**src/shutoff_pkg.sv**
```systemverilog
// Package for the safe torque off monitor: timing constants.
// Assumes a 50 MHz system clock.
package shutoff_pkg;
   // ----------------------------------------
   // Timing
   // ----------------------------------------
   localparam int CLK_HZ = 50000000;
   localparam int TEST_PULSE_MAX_US = 1000;
   // Filter length: an off pulse of this length or shorter is ignored
   localparam int TEST_PULSE_CYCLES = (TEST_PULSE_MAX_US * (CLK_HZ / 1000000));
   localparam int FILTER_WIDTH = 17;
   // Reset values: shut-off until inputs are proven closed
   localparam logic RESET_SHUTOFF = 1'b1;
endpackage : shutoff_pkg

```
**src/safe_torque_off_monitor.sv**
```systemverilog
// Dual-channel safe torque off input filter, power cut and monitor outputs.
// Assumes pin inputs are asynchronous levels, high meaning the contact is closed.
// How it works
// - Channel one demands shut-off while its input is open and permits driving only while closed.
// - Channel two demands shut-off while its input is open and permits driving only while closed.
// - The first monitor output conducts while channel one is shut off and is open when released.
// - The second monitor output conducts while channel two is shut off and is open when released.
// - Motor power is cut when either channel is off, and the cross path conducts only when both are off.
// - A channel shutting off after its filter while no channel was off and the motor still turns raises the timing error alarm.
`timescale 1ns/1ns
`default_nettype none
module safe_torque_off_monitor
   import shutoff_pkg::*;
#(
   parameter int FILTER_CYCLES = TEST_PULSE_CYCLES
)
(
   // Clock and reset
   input wire logic clk,
   input wire logic srst,
   // Safety contacts, high while closed against the common
   input wire logic safety_input_one,
   input wire logic safety_input_two,
   // Motor state from the drive
   input wire logic motorRotating,
   // Power stage and monitors
   output logic powerEnable,
   output logic shutoff_monitor_one,
   output logic shutoff_monitor_two,
   output logic shutoffMonitorCross,
   output logic shutoff_timing_error_alarm
);

   // ----------------------------------------
   // Local constants
   // ----------------------------------------
   localparam int NUM_CHAN = 2;
   // Filter limit cut to the counter width on purpose
   localparam logic [FILTER_WIDTH-1:0] FILTER_LIMIT = FILTER_WIDTH'(FILTER_CYCLES);

   // ----------------------------------------
   // Decoding helpers
   // ----------------------------------------
   // Two synchroniser stages show the same level
   function automatic logic levelAgreed(input logic early, input logic late);
      return early == late;
   endfunction : levelAgreed

   // At least one channel is shut off
   function automatic logic anyChannel(input logic [NUM_CHAN-1:0] flags);
      return |flags;
   endfunction : anyChannel

   // Every channel is shut off
   function automatic logic allChannels(input logic [NUM_CHAN-1:0] flags);
      return &flags;
   endfunction : allChannels

   // ----------------------------------------
   // Input synchronisers
   // ----------------------------------------
   logic [NUM_CHAN-1:0] rawIn;
   wire logic [NUM_CHAN-1:0] syncMid;
   wire logic [NUM_CHAN-1:0] syncOld;
   assign rawIn = {safety_input_two, safety_input_one};

   genvar g;
   generate
      for (g = 0; g < NUM_CHAN; g++)
      begin : gen_sync
         logic s1_r;
         logic s2_r;
         logic s3_r;
         // Not reset: three reset edges flush them
         always_ff @(posedge clk)
         begin
            s1_r <= rawIn[g];
            s2_r <= s1_r;
            s3_r <= s2_r;
         end
         assign syncMid[g] = s2_r;
         assign syncOld[g] = s3_r;
      end
   endgenerate

   // ----------------------------------------
   // Open-time filters
   // ----------------------------------------
   wire logic [NUM_CHAN-1:0] pinSteady;
   wire logic [NUM_CHAN-1:0] pinOpen;
   wire logic [NUM_CHAN-1:0] pinClosed;
   wire logic [NUM_CHAN-1:0] openLong;

   generate
      for (g = 0; g < NUM_CHAN; g++)
      begin : gen_filter
         logic [FILTER_WIDTH-1:0] cnt_r;
         logic [FILTER_WIDTH-1:0] cnt_nxt;
         logic expired;
         assign pinSteady[g] = levelAgreed(syncMid[g], syncOld[g]);
         assign pinOpen[g] = pinSteady[g] & ~syncOld[g];
         assign pinClosed[g] = pinSteady[g] & syncOld[g];
         assign expired = (cnt_r >= FILTER_LIMIT);
         // Saturates; any close or disagreement starts it over
         assign cnt_nxt = pinOpen[g] ? (expired ? cnt_r : cnt_r + 1'b1) : '0;
         assign openLong[g] = pinOpen[g] & expired;
         always_ff @(posedge clk)
         begin
            if (srst)
               cnt_r <= '0;
            else
               cnt_r <= cnt_nxt;
         end
      end
   endgenerate

   // ----------------------------------------
   // Channel shut-off state
   // ----------------------------------------
   wire logic [NUM_CHAN-1:0] chanOff;

   generate
      for (g = 0; g < NUM_CHAN; g++)
      begin : gen_state
         logic off_r;
         logic off_nxt;
         // Release at once on a steady close, shut off after a long open
         assign off_nxt = pinClosed[g] ? 1'b0 : (openLong[g] ? 1'b1 : off_r);
         always_ff @(posedge clk)
         begin
            if (srst)
               off_r <= RESET_SHUTOFF;
            else
               off_r <= off_nxt;
         end
         assign chanOff[g] = off_r;
      end
   endgenerate

   // ----------------------------------------
   // Channel combination
   // ----------------------------------------
   logic anyOff;
   logic bothOff;
   logic newOff;
   logic alarmSet;
   logic prevAnyOff_r;
   assign anyOff = anyChannel(chanOff);
   assign bothOff = allChannels(chanOff);
   assign newOff = anyOff & ~prevAnyOff_r;
   assign alarmSet = newOff & motorRotating;

   // ----------------------------------------
   // Previous shut-off state
   // ----------------------------------------
   always_ff @(posedge clk)
   begin
      if (srst)
         prevAnyOff_r <= RESET_SHUTOFF;
      else
         prevAnyOff_r <= anyOff;
   end

   // ----------------------------------------
   // Power stage enable
   // ----------------------------------------
   always_ff @(posedge clk)
   begin
      if (srst)
         powerEnable <= 1'b0;
      else
         powerEnable <= ~anyOff;
   end

   // ----------------------------------------
   // First monitor output
   // ----------------------------------------
   always_ff @(posedge clk)
   begin
      if (srst)
         shutoff_monitor_one <= RESET_SHUTOFF;
      else
         shutoff_monitor_one <= chanOff[0];
   end

   // ----------------------------------------
   // Second monitor output
   // ----------------------------------------
   always_ff @(posedge clk)
   begin
      if (srst)
         shutoff_monitor_two <= RESET_SHUTOFF;
      else
         shutoff_monitor_two <= chanOff[1];
   end

   // ----------------------------------------
   // Cross path between the monitors
   // ----------------------------------------
   always_ff @(posedge clk)
   begin
      if (srst)
         shutoffMonitorCross <= RESET_SHUTOFF;
      else
         shutoffMonitorCross <= bothOff;
   end

   // ----------------------------------------
   // Timing error alarm
   // ----------------------------------------
   // Sticky until reset
   always_ff @(posedge clk)
   begin
      if (srst)
         shutoff_timing_error_alarm <= 1'b0;
      else if (alarmSet)
         shutoff_timing_error_alarm <= 1'b1;
   end

endmodule : safe_torque_off_monitor
`default_nettype wire

```
**config.mk**
```make
export PLATFORM = sky130hd
export DESIGN_NAME = safe_torque_off_monitor
export DESIGN_NICKNAME = d
export VERILOG_FILES = /design/src/shutoff_pkg.sv /design/src/safe_torque_off_monitor.sv
export SDC_FILE = /design/constraint.sdc
export NUM_CORES = 1
export LEC_CHECK = 0
export BUFFER_PORTS_ARGS = -buffer_cell sky130_fd_sc_hd__buf_2
export CAP_MARGIN = 0
export CORE_ASPECT_RATIO = 1.4
export CORE_MARGIN = 2
export CORE_UTILIZATION = 50
export CTS_CLUSTER_DIAMETER = 120
export CTS_CLUSTER_SIZE = 14
export DETAILED_ROUTE_END_ITERATION = 12
export PLACE_DENSITY = 0.77
export SYNTH_ARGS = -nofsm -noshare
export SYNTH_HDL_FRONTEND = slang
export SYNTH_SLANG_ARGS = --single-unit
```
**constraint.sdc**
```tcl
create_clock -name clk -period 4.7 [get_ports clk]
set_clock_uncertainty 0.05 [all_clocks]
set_input_delay 0.47 -clock clk [delete_from_list [all_inputs] [get_ports clk]]
set_output_delay 0.47 -clock clk [all_outputs]
set_load 0.02 [all_outputs]
```
; Word-level counts from Yosys, hierarchy flattened
; Cells that the tools add are included.
[totals]
ff_bits = 48
input_bits = 5
out_inout_bits = 5
word_cells = 46
[classes]
n_addsub = 2
magnitude_cmp = 2
eq_ne = 2
mux = 4
n_bitwise = 14
reduce_logical = 6
[ops]
columns = operator, count
row1 = $add A17 B1 Y17 const B, 2
row2 = $ge A17 B16 Y1 const B, 2
row3 = $and A1 B1 Y1, 8
row4 = $not A1 Y1, 6
row5 = $reduce_or A2 Y1, 3
row6 = $mux W1, 4
row7 = $reduce_bool A2 Y1, 2
row8 = $eq A1 B1 Y1, 2
row9 = $reduce_and A2 Y1, 1

; Longest topological paths before layout
[depth]
ltp_word = 5
depth_mapped = 7
mapped_depth_nobuf = 5

; Least setup slack after synthesis
; OpenSTA, ideal clock, no wires.
[synth_path]
path_type = reg-to-reg
start = register gen_filter[0].cnt_r[8]
end = register gen_filter[0].cnt_r[1]
setup_time_ns = 0.128
t_arrival_ns = 1.480
required_ns = 4.522
path_slack_ns = 3.042
path_stages_with_launch = 8
n_path_buf = 2
period_less_slack_ns = 1.658
path_cell_list = dfxtp_1 nand2_1 or3_1 a31oi_2 buf_6 buf_12 mux2i_1 nor2_1
[synth_via]
elab_chain_len = 1
[synth_lines]
columns = item, line_no
row1 = from (decl), safe_torque_off_monitor.sv:97  ; logic [FILTER_WIDTH-1:0] cnt_r;
row2 = from (signal assigned), safe_torque_off_monitor.sv:112  ; cnt_r <= cnt_nxt;
row3 = $ge A17 B16 Y1, safe_torque_off_monitor.sv:103  ; assign expired = (cnt_r >= FILTER_LIMIT);
; Every way passes these cells.
; A chain may end at the register's enable or synchronous reset.

; Worst setup path in the final report
[layout_path]
start = register gen_filter[0].cnt_r[8]
end = register gen_filter[0].cnt_r[13]
[layout_via]
elab_chain_len = 1
word_cells_on_any_way = 2
cone_classes = add/sub (1) / order compare (1)
[layout_lines]
columns = item, line_no
row1 = $add A17 B1 Y17 / $ge A17 B16 Y1 (equally long branches), "safe_torque_off_monitor.sv:105, safe_torque_off_monitor.sv:103"
; Several ways; a longest one is shown, not always the timed one.

==> metrics.cfg <==
[status]
status = completed

[cts]
cts_tree = yes
cts_resized = 0
clkSinkCount = 48
cts-buffers-inserted = 5
cts_max_path_buffers = 2
cts.htree.levels = 2
clk_latency_ns = 0.30
cts_root_buf = clkbuf_8
clkSlewWorstSetupHoldPaths_ns = 0.09
postCtsSetupBuffers = 0
ctsHoldBuffers = 0

[yosys]
synth_top_cells_by_area = dfxtp_1, a21oi_1, or3_1, nor2_1, nand3_1
yosys_warnings = 0
synth.distinct_cells = 34
synth_area_leader_cell = dfxtp_1
synthMuxAreaShare_pct = 0.973
synth_compound_area_share_pct = 16.6
syn_area_um2 = 2060
synth_simple_gate_area_share_pct = 26.3
syn-num-nets = 239
ys_seq_area_share_pct = 46.7
synth-seq-cells = 48
postSynthAreaPerCell_um2 = 8.94
synthAdderAreaFrac_pct = 2.43
post-synth-top-area-fraction_pct = 46.7
syn_inst = 230
synth_top_family_by_area = simple AND/OR/NAND/NOR gates
synth-xor-area-share_pct = 1.70

[hold_path]
holdCritStartpoint = safety_input_two
holdPathStages = 1
hold_path_class = in2reg
min_to = gen_sync[1].s1_r

[power]
vdd_drop_max_uv = 322
power_density_nw_per_um2 = 317
p_leak_nw = 0.674

[floorplanning]
rows = 27
dieHeight_um = 79.9
start_util_pct = 52.0
fp.dieArea_um2 = 4650
die_w_um = 58.2
core-area_um2 = 3950
pin_count = 10

[sta]
hold_viol_final = 0
finalCritPeriodShare_pct = 48.5
finalSetupTns_ns = 0
setup_viol = 0
worst_slew_pin_slew_ns = 1.13
max_freq_mhz = 439
finalCriticalPeriod_ns = 2.28
drv_slew = 0
relSlewSlack_pct = 24.2
rsz0062_at_grt = false

[detailed_routing]
post-route-drc-count = 0
wire_per_inst_um = 13.0
via_per_inst = 6.00
antenna_left = 0
detail_route.first_pass.iterations = 4
dr_total_vias = 1681
drt-total-wl_um = 3650
drt-initial-drc-count = 90

[critical_path]
timing.rr.end = gen_filter[0].cnt_r[13]
arrival_ns = 2.46
start_kind = flip-flop
crit_family = compound AO/OA/AOI/OAI gates
critPathLaunch = gen_filter[0].cnt_r[8]
worstSetupPathType = reg2reg
cp.required_ns = 4.88
path_buf_inv = 0
path_cells = nand2_1 > or3_1 > a31oi_2 > o21ai_0 > a21oi_1
critPathSlowestCell = a31oi_2
cp_max_fo = 29
worst_setup_path_end_kind = flip-flop
critPathMaxStageDelay_ns = 0.92
rr_worst_depth = 5
rrSetupSlack_ns = 2.42
reg2reg_from = gen_filter[0].cnt_r[8]

[placed_design]
io_buffers = 9
place_congestion = 0.817
hpwlAfterDp_um = 2540

[global_routing]
grt_pass1_wl_um = 6300
grt_pass1_vias = 1546
antenna_found_initial = 0
grt_max_degree = 30
grt_usage_pct = 17.3
grt_overflow = 0

[cells_and_area]
drive_above_1_share_pct = 11.4
final_util_pct = 55.0
fin_nets = 245
syn_to_final_growth_pct = 5.72
diodes = 0

[run]
drv_cap = 0

## cells in the mapped netlist (all sizes together)
| master | count |
|---|---|
| nor3 | 6 |
| xnor2 | 4 |
| o211ai | 2 |
| a21oi | 25 |
| nor2 | 20 |
| or4 | 7 |
| clkbuf | 4 |
| and4 | 5 |
| nor3b | 1 |
| mux2i | 2 |
| nand4 | 8 |
| inv | 8 |
| or2 | 2 |
| nand2 | 10 |
| and2 | 4 |
| o21a | 2 |
| a31oi | 3 |
| buf | 6 |
| o21ai | 17 |
| ha | 4 |
| and3 | 2 |
| o31ai | 6 |
| nand4b | 1 |
| or3 | 20 |
| a221o | 2 |
| dfxtp | 48 |
| nand3 | 11 |
## cell usage in the layout, fill, tap and decap left out
| cell | instances |
|---|---|
| clkbuf_8 | 6 |
| or3_1 | 15 |
| o31ai_1 | 6 |
| a31oi_1 | 1 |
| a221o_1 | 2 |
| o21a_1 | 2 |
| inv_6 | 1 |
| nand4b_1 | 1 |
| nor3_1 | 6 |
| a31oi_2 | 2 |
| nand3_1 | 11 |
| nand4_1 | 8 |
| mux2i_1 | 2 |
| or3_2 | 5 |
| inv_1 | 8 |
| xnor2_1 | 4 |
| nor3b_1 | 1 |
| and3_1 | 2 |
| buf_2 | 9 |
| dfxtp_1 | 48 |
| and2_1 | 4 |
| or4_1 | 7 |
| ha_1 | 4 |
| and4_1 | 5 |
| clkinv_2 | 1 |
| o211ai_1 | 1 |
| o211ai_2 | 1 |
| a21oi_1 | 25 |
| or2_2 | 2 |
| o21ai_1 | 7 |
| nor2_1 | 20 |
| nand2_1 | 10 |
| o21ai_0 | 10 |
## flip-flops by register name, indices dropped and copies added (netlist names)
register,count
gen_sync.s2_r,2
shutoffMonitorCross,1
gen_sync.s1_r,2
shutoff_timing_error_alarm,1
prevAnyOff_r,1
shutoff_monitor_two,1
gen_filter.cnt_r,34
gen_sync.s3_r,2
shutoff_monitor_one,1
gen_state.off_r,2
powerEnable,1
## metal layers
metal | global-route usage, % | vias up | wire length [um]
met2 | 31.1 | 14 | 1970
li1 | - | 854 | -
met1 | 18.7 | 809 | 1570
met4 | 7.91 | 0 | 42
met5 | 0 | - | 0
met3 | 3.89 | 4 | 67
## cell type report
class | instances | area [um^2]
inverters | 8 | 30.0
clock inverters | 2 | 13.8
repair buffers | 9 | 45.0
clock buffers | 6 | 82.6
multi-input cells | 164 | 988
flip-flops and latches | 48 | 961
well taps | 43 | 53.8
fillers | 371 | 1780
## kinds of logic (layout without fill, tap and decap cells)
group / Yosys count / count (layout)
AOI/OAI and AO/OA: 57 / 57
xor gates and xnor gates: 4 / 4
adders and majority gates: 4 / 4
DFF: 48 / 48
and+or+nand+nor: 97 / 97
muxes: 2 / 2
buffers and inverters: 18 / 25
## report_power, final
part | total (W) | switching [W] | leakage [nW] | internal (W)
Clock | 0.000256 | 0.000136 | 0.0516 | 0.000120
Combinational | 0.0000166 | 0.0000101 | 0.232 | 0.00000649
Sequential | 0.000417 | 0.00000407 | 0.390 | 0.000413
Total | 0.000690 | 0.000150 | 0.674 | 0.000540
## per-stage QoR
stage | hold WS [ns] | power, W | setup slack (ns) | cell area [um^2] | cells
after floorplan | 0.260 | 0.000437 | 3.04 | 2060 | 230
after global placement | 0.261 | 0.000443 | 2.49 | 2080 | 272
after detailed placement | 0.263 | 0.000444 | 2.44 | 2080 | 272
after CTS | 0.205 | 0.000700 | 2.42 | 2170 | 280
after global routing | 0.205 | 0.000715 | 2.20 | 2170 | 280
final | 0.221 | 0.000690 | 2.42 | 2170 | 280
## how the worst max path moves through the flow
stage	cells past startpoint	slack, ns	end
global route	5	2.20	gen_filter[0].cnt_r[13]
finish	5	2.42	gen_filter[0].cnt_r[13]
CTS	5	2.42	gen_filter[0].cnt_r[13]
global placement	5	2.49	gen_filter[0].cnt_r[1]
floorplan	7	3.04	gen_filter[0].cnt_r[1]
detailed placement	5	2.44	gen_filter[0].cnt_r[13]
Power figures use the tool's default switching activity.
